### src/shared/dvsr_defines.vh
// Purpose: Constants for the voltage-scaling regulator control block
// Assumes: 250 MHz core clock
// Notes: Offsets are 3-bit register indices on the serial link
`ifndef DVSR_DEFINES_VH
`define DVSR_DEFINES_VH

// Serial slave address, upper seven bits of the address byte
`define DVSR_SLAVE_ADDR 7'h5B

// Register indices
`define DVSR_REG_CTRL 3'h1
`define DVSR_REG_VCODE_A 3'h2
`define DVSR_REG_VCODE_B 3'h3

// Enable/status field positions
`define DVSR_BIT_THERMAL 6
`define DVSR_BIT_SUPPLY_LOW 5
`define DVSR_BIT_IN_RANGE 4
`define DVSR_BIT_LONG_RAMP 1
`define DVSR_BIT_REG_EN 0

// Values loaded on the enable rising edge
`define DVSR_CTRL_RST 8'h01
`define DVSR_VCODE_A_RST 8'h1E
`define DVSR_VCODE_B_RST 8'h0A

// Voltage code limits and scale
`define DVSR_VCODE_MAX 8'hAA
`define DVSR_VBASE_MV 12'h2BC
`define DVSR_VSTEP_MV 12'h00A

// Switching timing
`define DVSR_CLK_MHZ 250
`define DVSR_FREQ_KHZ 3000
`define DVSR_DUTY_MAX_PCT 80
`define DVSR_MIN_ON_NS 20
// Cycle counts sized to the 7-bit timing counters, so no bits drop:
// period 83 (~3 MHz), max on 66 (80 %), min off 17, min on 5 (20 ns)
`define DVSR_PERIOD_CYC 7'h53
`define DVSR_MAX_ON_CYC 7'h42
`define DVSR_MIN_OFF_CYC 7'h11
`define DVSR_MIN_ON_CYC 7'h05

`endif

### src/logic/dvsr_sync.v
// Purpose: Two-flop synchroniser for a bundle of pin inputs
// Assumes: Inputs are asynchronous to clk_i
// Notes: Only the second stage leaves this module
module dvsr_sync #(
    parameter W = 9
) (
    // Clock and reset
    input wire clk_i,
    input wire rst_b_i,
    // Data
    input wire [W-1:0] d_i,
    output wire [W-1:0] q_o
);

    genvar g;
    generate
        for (g = 0; g < W; g = g + 1) begin : g_bit
            reg meta_q;
            reg sync_q;
            // First stage feeds only the second
            always @(posedge clk_i or negedge rst_b_i) begin
                if (!rst_b_i) begin
                    meta_q <= 1'b0;
                    sync_q <= 1'b0;
                end else begin
                    meta_q <= d_i[g];
                    sync_q <= meta_q;
                end
            end
            assign q_o[g] = sync_q;
        end
    endgenerate

endmodule

### src/logic/dvsr_switch_ctrl.v
// Purpose: Minimum on/off-time switch timing for the buck stage
// Assumes: below_i is already synchronised
// Notes: Period of max-on plus min-off sets the continuous-conduction frequency
`include "dvsr_defines.vh"
module dvsr_switch_ctrl (
    // Clock and reset
    input wire clk_i,
    input wire rst_b_i,
    // Control
    input wire run_i,
    input wire below_i,
    // Gate drive and mode
    output reg hs_on_o,
    output reg ls_on_o,
    output reg cont_o
);

    localparam [1:0] S_IDLE = 2'h0;
    localparam [1:0] S_ON = 2'h1;
    localparam [1:0] S_OFF = 2'h2;
    localparam [6:0] MIN_ON = `DVSR_MIN_ON_CYC;
    localparam [6:0] MAX_ON = `DVSR_MAX_ON_CYC;
    localparam [6:0] MIN_OFF = `DVSR_MIN_OFF_CYC;

    reg [1:0] st_q;
    reg [6:0] cnt_q;

    // On/off timing; low side conducts when high side is off while running; both gates off while run_i is low
    always @(posedge clk_i or negedge rst_b_i) begin
        if (!rst_b_i) begin
            st_q <= S_IDLE;
            cnt_q <= 7'h00;
            hs_on_o <= 1'b0;
            ls_on_o <= 1'b0;
            cont_o <= 1'b0;
        end else if (!run_i) begin
            st_q <= S_IDLE;
            cnt_q <= 7'h00;
            hs_on_o <= 1'b0;
            ls_on_o <= 1'b0;
            cont_o <= 1'b0;
        end else begin
            case (st_q)
                S_IDLE: begin
                    ls_on_o <= ~below_i;
                    if (below_i) begin
                        st_q <= S_ON;
                        cnt_q <= 7'h01;
                        hs_on_o <= 1'b1;
                    end
                end
                S_ON: begin
                    // Stretch while low, capped at the duty limit
                    if (cnt_q >= MIN_ON && (!below_i || cnt_q >= MAX_ON)) begin
                        st_q <= S_OFF;
                        cnt_q <= 7'h01;
                        hs_on_o <= 1'b0;
                        ls_on_o <= 1'b1;
                    end else begin
                        cnt_q <= cnt_q + 7'h01;
                    end
                end
                S_OFF: begin
                    if (cnt_q >= MIN_OFF && below_i) begin
                        st_q <= S_ON;
                        cnt_q <= 7'h01;
                        hs_on_o <= 1'b1;
                        ls_on_o <= 1'b0;
                        cont_o <= (cnt_q == MIN_OFF);
                    end else if (cnt_q != 7'h7F) begin
                        cnt_q <= cnt_q + 7'h01;
                    end
                end
                default: begin
                    st_q <= S_IDLE;
                end
            endcase
        end
    end

endmodule

### src/logic/dvsr_top.v
// Purpose: Serial register slave and setpoint control for a voltage-scaling buck
// Assumes: All pins asynchronous; 250 MHz core clock oversamples SCL
// Notes: Registers stay zero while enable is low

`include "dvsr_defines.vh"

// Function
// - Acknowledge slave address 1011011 with write 0, read 1.
// - Take register-address byte, decode only its low three bits.
// - Master drives lines except acknowledges and read data, which the device drives.
// - Three 8-bit registers, all readable and writable.
// - Enable low holds every register at zero.
// - Enable rising loads every register with its default.
// - Setpoint is 0.7 V plus 0.01 V times selected code.
// - Highest code 170 gives 2.4 V; each step is 10 mV.
// - Select pin low uses code A, high uses code B.
// - Writing the selected code while enabled moves setpoint at once.
// - Trip drivers at 160 C, hold off until below 140 C.
// - Below threshold starts a cycle with at least minimum on-time.
// - Above threshold keeps high side off at least minimum off-time.
// - Low side conducts when high side is off while running; both gates are off while output is off.
// - Heavy load runs continuous conduction near 3 MHz.
// - High-side duty limited to 80 percent of each period.
// - Status and control bit layout; codes are full bytes.
// - Codes written above 170 behave as 170.
// - Enable bit set turns output on; cleared turns it off.
// - Undervoltage bit follows the lockout circuit.
// - Thermal bit set when thermal shutdown triggers.
module dvsr_top (
    // Clock and reset
    input wire clk_i,
    input wire rst_b_i,
    // Serial link
    input wire scl_i,
    input wire sda_i,
    output reg sda_o,
    output reg sda_oe_o,
    // Control pins
    input wire en_i,
    input wire vsel_i,
    // Analog monitors
    input wire below_thresh_i,
    input wire temp_trip_i,
    input wire temp_clear_i,
    input wire supply_lockout_i,
    input wire in_range_i,
    // Power stage
    output wire hs_gate_o,
    output wire ls_gate_o,
    output wire continuous_conduction_o,
    output wire output_on_o,
    output reg long_ramp_enable_o,
    output reg thermal_trip_flag_o,
    // Setpoint
    output reg [7:0] setpoint_code_o,
    output reg [11:0] setpoint_mv_o
);

    // Transfer states
    localparam [3:0] T_IDLE = 4'h0;
    localparam [3:0] T_ADDR = 4'h1;
    localparam [3:0] T_ACKA = 4'h2;
    localparam [3:0] T_REG = 4'h3;
    localparam [3:0] T_ACKR = 4'h4;
    localparam [3:0] T_WDAT = 4'h5;
    localparam [3:0] T_ACKW = 4'h6;
    localparam [3:0] T_RDAT = 4'h7;
    localparam [3:0] T_RACK = 4'h8;

    wire [8:0] sync_w;
    wire scl_s;
    wire sda_s;
    wire en_s;
    wire vsel_s;
    wire below_s;
    wire hot_s;
    wire cool_s;
    wire lockout_s;
    wire in_range_s;

    reg scl_prev_q;
    reg sda_prev_q;
    reg en_prev_q;
    wire scl_rise;
    wire scl_fall;
    wire start_det;
    wire stop_det;

    reg [3:0] st_q;
    reg [3:0] bit_q;
    reg [7:0] sh_q;
    reg rw_q;
    reg ack_ok_q;
    reg [2:0] ptr_q;
    reg wr_stb_q;
    reg [7:0] wr_data_q;

    reg long_ramp_q;
    reg reg_en_q;
    reg [7:0] vcode_a_q;
    reg [7:0] vcode_b_q;
    reg thermal_q;
    reg [7:0] status_w;
    reg [7:0] rd_data;
    wire [7:0] sel_code;
    wire run;

    // Limit a written code to the top step
    function [7:0] clamp_code;
        input [7:0] v;
        begin
            if (v > `DVSR_VCODE_MAX) begin
                clamp_code = `DVSR_VCODE_MAX;
            end else begin
                clamp_code = v;
            end
        end
    endfunction

    // Every pin passes two flops before use
    dvsr_sync #(
        .W(9)
    ) u_sync (
        .clk_i(clk_i),
        .rst_b_i(rst_b_i),
        .d_i({in_range_i, supply_lockout_i, temp_clear_i, temp_trip_i,
              below_thresh_i, vsel_i, en_i, sda_i, scl_i}),
        .q_o(sync_w)
    );

    assign scl_s = sync_w[0];
    assign sda_s = sync_w[1];
    assign en_s = sync_w[2];
    assign vsel_s = sync_w[3];
    assign below_s = sync_w[4];
    assign hot_s = sync_w[5];
    assign cool_s = sync_w[6];
    assign lockout_s = sync_w[7];
    assign in_range_s = sync_w[8];

    // Previous samples for edge finding
    always @(posedge clk_i or negedge rst_b_i) begin
        if (!rst_b_i) begin
            scl_prev_q <= 1'b0; // Matches synchroniser reset, no false edge
            sda_prev_q <= 1'b0;
            en_prev_q <= 1'b0;
        end else begin
            scl_prev_q <= scl_s;
            sda_prev_q <= sda_s;
            en_prev_q <= en_s;
        end
    end

    // Start and stop are SDA edges with SCL high
    assign scl_rise = scl_s & ~scl_prev_q;
    assign scl_fall = ~scl_s & scl_prev_q;
    assign start_det = scl_s & scl_prev_q & sda_prev_q & ~sda_s;
    assign stop_det = scl_s & scl_prev_q & ~sda_prev_q & sda_s;

    // Read view of status and control
    always @* begin
        status_w = 8'h00;
        status_w[`DVSR_BIT_THERMAL] = thermal_q & en_s;
        status_w[`DVSR_BIT_SUPPLY_LOW] = lockout_s & en_s;
        status_w[`DVSR_BIT_IN_RANGE] = in_range_s & en_s;
        status_w[`DVSR_BIT_LONG_RAMP] = long_ramp_q;
        status_w[`DVSR_BIT_REG_EN] = reg_en_q;
    end

    // Read mux; unmapped indices answer zero
    always @* begin
        case (ptr_q)
            `DVSR_REG_CTRL: rd_data = status_w;
            `DVSR_REG_VCODE_A: rd_data = vcode_a_q;
            `DVSR_REG_VCODE_B: rd_data = vcode_b_q;
            default: rd_data = 8'h00;
        endcase
    end

    // Serial slave: sample on SCL rise, change SDA on SCL fall.
    // SDA is only ever pulled low, so sda_o stays zero.
    always @(posedge clk_i or negedge rst_b_i) begin
        if (!rst_b_i) begin
            st_q <= T_IDLE;
            bit_q <= 4'h0;
            sh_q <= 8'h00;
            rw_q <= 1'b0;
            ack_ok_q <= 1'b0;
            ptr_q <= 3'h0;
            wr_stb_q <= 1'b0;
            wr_data_q <= 8'h00;
            sda_o <= 1'b0;
            sda_oe_o <= 1'b0;
        end else begin
            wr_stb_q <= 1'b0;
            sda_o <= 1'b0;
            if (start_det) begin
                // Repeated start also lands here
                st_q <= T_ADDR;
                bit_q <= 4'h0;
                sda_oe_o <= 1'b0;
            end else if (stop_det) begin
                st_q <= T_IDLE;
                sda_oe_o <= 1'b0;
            end else if (scl_rise) begin
                case (st_q)
                    T_ADDR, T_REG, T_WDAT: begin
                        sh_q <= {sh_q[6:0], sda_s};
                        bit_q <= bit_q + 4'h1;
                    end
                    T_RACK: begin
                        ack_ok_q <= ~sda_s;
                    end
                    default: begin
                    end
                endcase
            end else if (scl_fall) begin
                case (st_q)
                    T_ADDR: begin
                        if (bit_q == 4'h8) begin
                            if (sh_q[7:1] == `DVSR_SLAVE_ADDR) begin
                                rw_q <= sh_q[0];
                                sda_oe_o <= 1'b1;
                                st_q <= T_ACKA;
                            end else begin
                                st_q <= T_IDLE;
                            end
                        end
                    end
                    T_REG: begin
                        if (bit_q == 4'h8) begin
                            ptr_q <= sh_q[2:0];
                            sda_oe_o <= 1'b1;
                            st_q <= T_ACKR;
                        end
                    end
                    T_WDAT: begin
                        if (bit_q == 4'h8) begin
                            wr_stb_q <= 1'b1;
                            wr_data_q <= sh_q;
                            sda_oe_o <= 1'b1;
                            st_q <= T_ACKW;
                        end
                    end
                    T_ACKA: begin
                        bit_q <= 4'h0;
                        if (rw_q) begin
                            sh_q <= rd_data;
                            sda_oe_o <= ~rd_data[7];
                            st_q <= T_RDAT;
                        end else begin
                            sda_oe_o <= 1'b0;
                            st_q <= T_REG;
                        end
                    end
                    T_ACKR, T_ACKW: begin
                        // Further bytes rewrite the same register
                        bit_q <= 4'h0;
                        sda_oe_o <= 1'b0;
                        st_q <= T_WDAT;
                    end
                    T_RDAT: begin
                        if (bit_q == 4'h7) begin
                            sda_oe_o <= 1'b0;
                            st_q <= T_RACK;
                        end else begin
                            sda_oe_o <= ~sh_q[6];
                            sh_q <= {sh_q[6:0], 1'b0};
                            bit_q <= bit_q + 4'h1;
                        end
                    end
                    T_RACK: begin
                        // Master ack repeats the same register
                        if (ack_ok_q) begin
                            sh_q <= rd_data;
                            sda_oe_o <= ~rd_data[7];
                            bit_q <= 4'h0;
                            st_q <= T_RDAT;
                        end else begin
                            st_q <= T_IDLE;
                        end
                    end
                    default: begin
                        st_q <= T_IDLE;
                    end
                endcase
            end
        end
    end

    // Register file; enable pin overrides any write
    always @(posedge clk_i or negedge rst_b_i) begin
        if (!rst_b_i) begin
            long_ramp_q <= 1'b0;
            reg_en_q <= 1'b0;
            vcode_a_q <= 8'h00;
            vcode_b_q <= 8'h00;
        end else if (!en_s) begin
            long_ramp_q <= 1'b0;
            reg_en_q <= 1'b0;
            vcode_a_q <= 8'h00;
            vcode_b_q <= 8'h00;
        end else if (!en_prev_q) begin
            long_ramp_q <= |(`DVSR_CTRL_RST & (8'h01 << `DVSR_BIT_LONG_RAMP));
            reg_en_q <= |(`DVSR_CTRL_RST & (8'h01 << `DVSR_BIT_REG_EN));
            vcode_a_q <= `DVSR_VCODE_A_RST;
            vcode_b_q <= `DVSR_VCODE_B_RST;
        end else if (wr_stb_q) begin
            case (ptr_q)
                `DVSR_REG_CTRL: begin
                    // Status bits are hardware owned
                    long_ramp_q <= wr_data_q[`DVSR_BIT_LONG_RAMP];
                    reg_en_q <= wr_data_q[`DVSR_BIT_REG_EN];
                end
                `DVSR_REG_VCODE_A: vcode_a_q <= clamp_code(wr_data_q);
                `DVSR_REG_VCODE_B: vcode_b_q <= clamp_code(wr_data_q);
                default: begin
                end
            endcase
        end
    end

    // Hysteretic thermal latch; trip beats clear
    always @(posedge clk_i or negedge rst_b_i) begin
        if (!rst_b_i) begin
            thermal_q <= 1'b0;
        end else if (hot_s) begin
            thermal_q <= 1'b1;
        end else if (cool_s) begin
            thermal_q <= 1'b0;
        end
    end

    // Setpoint follows the selected code a cycle later
    assign sel_code = vsel_s ? vcode_b_q : vcode_a_q;

    always @(posedge clk_i or negedge rst_b_i) begin
        if (!rst_b_i) begin
            setpoint_code_o <= 8'h00;
            setpoint_mv_o <= 12'h000;
            long_ramp_enable_o <= 1'b0;
            thermal_trip_flag_o <= 1'b0;
        end else begin
            setpoint_code_o <= sel_code;
            // Max 700 + 10 * 170 = 2400 fits twelve bits
            setpoint_mv_o <= `DVSR_VBASE_MV + {4'h0, sel_code} * `DVSR_VSTEP_MV;
            long_ramp_enable_o <= long_ramp_q;
            thermal_trip_flag_o <= thermal_q;
        end
    end

    // Drivers run only when enabled and no protection is active
    assign run = en_s & reg_en_q & ~thermal_q & ~lockout_s;
    assign output_on_o = run;

    dvsr_switch_ctrl u_sw (
        .clk_i(clk_i),
        .rst_b_i(rst_b_i),
        .run_i(run),
        .below_i(below_s),
        .hs_on_o(hs_gate_o),
        .ls_on_o(ls_gate_o),
        .cont_o(continuous_conduction_o)
    );

endmodule

### config.mk
export PLATFORM = sky130hd
export DESIGN_NAME = dvsr_top
export DESIGN_NICKNAME = d
export VERILOG_FILES = /design/src/logic/dvsr_sync.v /design/src/logic/dvsr_switch_ctrl.v /design/src/logic/dvsr_top.v
export VERILOG_INCLUDE_DIRS = /design/src /design/src/shared
export SDC_FILE = /design/constraint.sdc
export NUM_CORES = 1
export LEC_CHECK = 0
export ABC_AREA = 0
export BUFFER_PORTS_ARGS = -buffer_cell sky130_fd_sc_hd__buf_2
export CAP_MARGIN = 20
export CORE_ASPECT_RATIO = 1.75
export CORE_MARGIN = 10
export CORE_UTILIZATION = 45
export DETAILED_ROUTE_END_ITERATION = 8
export GPL_TIMING_DRIVEN = 0
export REMOVE_ABC_BUFFERS = 1
export SYNTH_ARGS = -nofsm -noshare
export SYNTH_HDL_FRONTEND = slang
export SYNTH_HIERARCHICAL = 1
export SYNTH_SLANG_ARGS = --single-unit
### constraint.sdc
create_clock -name clk_i -period 3.1 [get_ports clk_i]
set_input_delay 0.155 -clock clk_i [delete_from_list [all_inputs] [get_ports clk_i]]
set_output_delay 0.155 -clock clk_i [all_outputs]
set_load 0.01 [all_outputs]
==> flow_summary.json <==
{
  "run_status": "completed",
  "cts_tree": "yes",
  "tightestPinTransition_ns": 0.7741,
  "post_synthesis_sequential_area_ratio_pct": 46.74,
  "ctsLongestPathBuffers": 2,
  "drtIter0Drc": 197,
  "layout.filler_cells": 1052,
  "maximum_number_of_pins_on_one_net_before_global_route_repair": 55,
  "worst_setup_path_end_kind": "flip-flop",
  "design.die.area_mm2": 0.01726,
  "post_synth.cell_area_avg_um2": 10.25,
  "most-common-layout-cells": "sky130_fd_sc_hd__dfrtp_1, sky130_fd_sc_hd__nand2_1, sky130_fd_sc_hd__buf_2",
  "numClockSinks": 103,
  "number_of_global_route_vias_before_repair": 4178,
  "placement.io_buffers": 36,
  "crit_required_ns": 3.36,
  "avgViaCountPerCell": 5.451,
  "post-place-ws_ns": -0.4680,
  "post-route-period-util_pct": 98.50,
  "post_synth_edffs": 0,
  "route.final.wire_length_mm": 12.16,
  "ys.flop_type": "sky130_fd_sc_hd__dfrtp_1",
  "gp_routability_congestion": 0.8692,
  "final.setup.tns_ns": 0,
  "layout.nets": 617,
  "multi_input_comb_area_mm2": 0.002848,
  "crit_type": "reg2reg",
  "cts_buffers": 9,
  "final_antenna_net_count": 0,
  "pwr_density_cell_mw_per_mm2": 455.6,
  "ioPinCount": 39,
  "num_vias": 4088,
  "syn-instance-count": 538,
  "clockRootBuffer": "sky130_fd_sc_hd__clkbuf_16",
  "peakVddDrop_v": 0.0003671,
  "starting_density_of_the_core_pct": 45.94,
  "post_synth_instance_area_mm2": 0.005514,
  "synthDistinctLibCells": 73,
  "path_max_fanout": 5,
  "fp.dieW_um": 103.7,
  "synth-seq-cells": 103,
  "drive_gt1_share_pct": 21.54,
  "max_slew_margin_pct": 47.58,
  "num_antenna_cells": 0,
  "place.detailed.instances": 713,
  "drv_cap": 0,
  "core_region_area_mm2": 0.01200,
  "seqCellArea_mm2": 0.002579,
  "timing.fmax_mhz": 327.5,
  "fin_area_mm2": 0.006447,
  "worst_ep_arrival_time_ns": 3.32,
  "drtPass1Iterations": 7,
  "min_period_ns": 3.053,
  "worstHoldPathType": "reg2reg",
  "fin_hold_ws_ns": 0.3485,
  "rsz_0062_raised_after_global_routing": "true",
  "yosysWarningCount": 6,
  "antenna_found_initial": 0,
  "start_kind": "flip-flop",
  "drt_drc_violations_left": 0,
  "setup_viol": 0,
  "grt_first_pass_wirelength_mm": 20.53,
  "finished_core_util_pct": 53.72,
  "place_hpwl_mm": 8.964,
  "clock_pin_slew_reported_for_the_worst_setup_and_hold_paths_after_clock_tree_synthesis_ns": 0.07,
  "groute.usage.overall_pct": 14.14,
  "final_hold_viol_count": 0,
  "fin_worst_skew_ns": 0.008535,
  "site_row_count": 53,
  "dpl-instance-area_mm2": 0.005768,
  "layoutNonFillerInstCount": 750,
  "die_h_um": 166.4,
  "number_of_h_tree_levels": 3,
  "wl_per_cell_um": 16.21,
  "power_leakage_nw": 2.746,
  "design_power_total_mw": 2.938,
  "setup_ws_ns": 0.04654,
  "insertion_delay_to_the_later_sink_of_the_worst_skew_pair_ns": 0.34,
  "drv_slew": 0,
  "most_frequent_standard_cell_in_the_layout_excluding_fill_and_tap_cells": "sky130_fd_sc_hd__dfrtp_1",
  "flow.area_growth_from_synthesis_pct": 16.93,
  "gr-total-overflow": 0,
  "synth-async-reset-ratio_pct": 100.0
}
-- what timing repair did --
item | 4_1_cts | 5_1_grt
pin swaps | 8 | 5
buffers inserted | 7 | 4
gates resized for setup | 29 | 12
endpoints found under the hold margin | 58 | 0
setup endpoints to repair | 5 | 2
hold buffers | 10 | 0
-- cell families (layout without fill, tap and decap cells) --
kind of cell	Yosys count	after routing	share of synthesized area, %
XOR/XNOR	12	12	1.906
multiplexers	35	35	6.807
flip-flops	103	103	46.74
AO/OA/AOI/OAI	133	133	16.36
AND/OR/NAND/NOR	175	175	17.18
adder cells (fa/ha/maj)	26	26	6.036
other	1	2	0.06801
buffers and inverters	53	99	4.901
-- path summary, 6_finish.rpt --
check                                             from                     end  slack [ns]  depth (start not counted)
worst min-delay path            u_sync/g_bit[1].meta_q  u_sync/g_bit[1].sync_q        0.35                          0
max in group asynchronous                      rst_b_i        setpoint_mv_o[7]        2.04                          3
min in group asynchronous                      rst_b_i             u_sw/cont_o        0.37                          2
worst min register to register  u_sync/g_bit[1].meta_q  u_sync/g_bit[1].sync_q        0.35                          0
worst max register to register  u_sync/g_bit[3].sync_q       setpoint_mv_o[10]        0.05                         13
worst max-delay path            u_sync/g_bit[3].sync_q       setpoint_mv_o[10]        0.05                         13
-- flip-flops by register name, indices dropped and copies added (netlist names), 4 cells and up --
name,flops
setpoint_mv_o,10
bit_q,4
vcode_b_q,8
u_sw/cnt_q,7
st_q,4
wr_data_q,8
sh_q,8
u_sync/g_bit.meta_q,9
setpoint_code_o,8
vcode_a_q,8
u_sync/g_bit.sync_q,9
-- worst max-delay path: stages, from the launching register on --
cell and delay, ns:
sky130_fd_sc_hd__dfrtp_2 0.47, sky130_fd_sc_hd__buf_6 0.14, sky130_fd_sc_hd__mux2i_4 0.23, sky130_fd_sc_hd__inv_2 0.08, sky130_fd_sc_hd__ha_4 0.27, sky130_fd_sc_hd__ha_4 0.12, sky130_fd_sc_hd__inv_2 0.04, sky130_fd_sc_hd__fa_1 0.53
sky130_fd_sc_hd__nor2b_4 0.20, sky130_fd_sc_hd__a21o_1 0.21, sky130_fd_sc_hd__o21a_2 0.21, sky130_fd_sc_hd__o311ai_2 0.10, sky130_fd_sc_hd__a211oi_2 0.23, sky130_fd_sc_hd__xnor2_1 0.15
-- per-layer routing --
layer,vias up,share of wire (%),global-route usage (%)
met3,16,1.9,2.125
met2,58,57,27.30
li1,1999,-,-
met1,2015,39,14.71
met5,-,0,0
met4,0,2.0,5.593
-- cell usage after synthesis, types with 3 or more instances --
cell type / instances / area, µm²
sky130_fd_sc_hd__nand3b_1: 5 / 37.54
sky130_fd_sc_hd__nand4b_1: 3 / 26.28
sky130_fd_sc_hd__mux2_2: 20 / 225.2
sky130_fd_sc_hd__ha_1: 25 / 312.8
sky130_fd_sc_hd__dfrtp_1: 103 / 2577
sky130_fd_sc_hd__o21ai_0: 31 / 155.2
sky130_fd_sc_hd__o21ai_1: 6 / 30.03
sky130_fd_sc_hd__o211ai_1: 4 / 30.03
sky130_fd_sc_hd__nor2b_1: 9 / 56.30
sky130_fd_sc_hd__inv_1: 23 / 86.33
sky130_fd_sc_hd__nor3_1: 13 / 65.06
sky130_fd_sc_hd__nor4b_1: 4 / 35.03
sky130_fd_sc_hd__xnor2_1: 6 / 52.55
sky130_fd_sc_hd__a211o_1: 3 / 26.28
sky130_fd_sc_hd__a211oi_1: 8 / 60.06
sky130_fd_sc_hd__a21oi_1: 34 / 170.2
sky130_fd_sc_hd__mux2i_1: 15 / 150.1
sky130_fd_sc_hd__o22ai_1: 3 / 18.77
sky130_fd_sc_hd__nand3_1: 15 / 75.07
sky130_fd_sc_hd__buf_4: 12 / 90.09
sky130_fd_sc_hd__a31oi_1: 5 / 31.28
sky130_fd_sc_hd__nand2b_1: 6 / 37.54
sky130_fd_sc_hd__and3_1: 5 / 31.28
sky130_fd_sc_hd__nor2_1: 30 / 112.6
sky130_fd_sc_hd__buf_6: 3 / 33.78
sky130_fd_sc_hd__nand2_1: 55 / 206.5
sky130_fd_sc_hd__and2_1: 9 / 56.30
sky130_fd_sc_hd__a21o_1: 4 / 30.03
sky130_fd_sc_hd__o31ai_1: 5 / 37.54
sky130_fd_sc_hd__xor2_1: 6 / 52.55
sky130_fd_sc_hd__clkbuf_1: 10 / 37.54
sky130_fd_sc_hd__o21a_1: 3 / 22.52
-- report_power, final --
| part | internal (mW) | switching, mW | total [mW] | leakage, nW |
|---|---|---|---|---|
| clock | 0.645 | 0.535 | 1.18 | 0.154 |
| combinational | 0.130 | 0.165 | 0.295 | 1.26 |
| sequential | 1.41 | 0.0539 | 1.46 | 1.34 |
| total | 2.18 | 0.754 | 2.94 | 2.75 |
-- layout make-up --
type | count | area share [%]
Inverter | 24 | 1.397
Clock buffer | 9 | 3.493
Clock inverter | 7 | 1.358
Multi-Input combinational cell | 383 | 44.17
Sequential cell | 103 | 40.00
Tap cell | 165 | 3.202
Timing Repair Buffer | 59 | 6.385
Power figures use the tool's default switching activity.
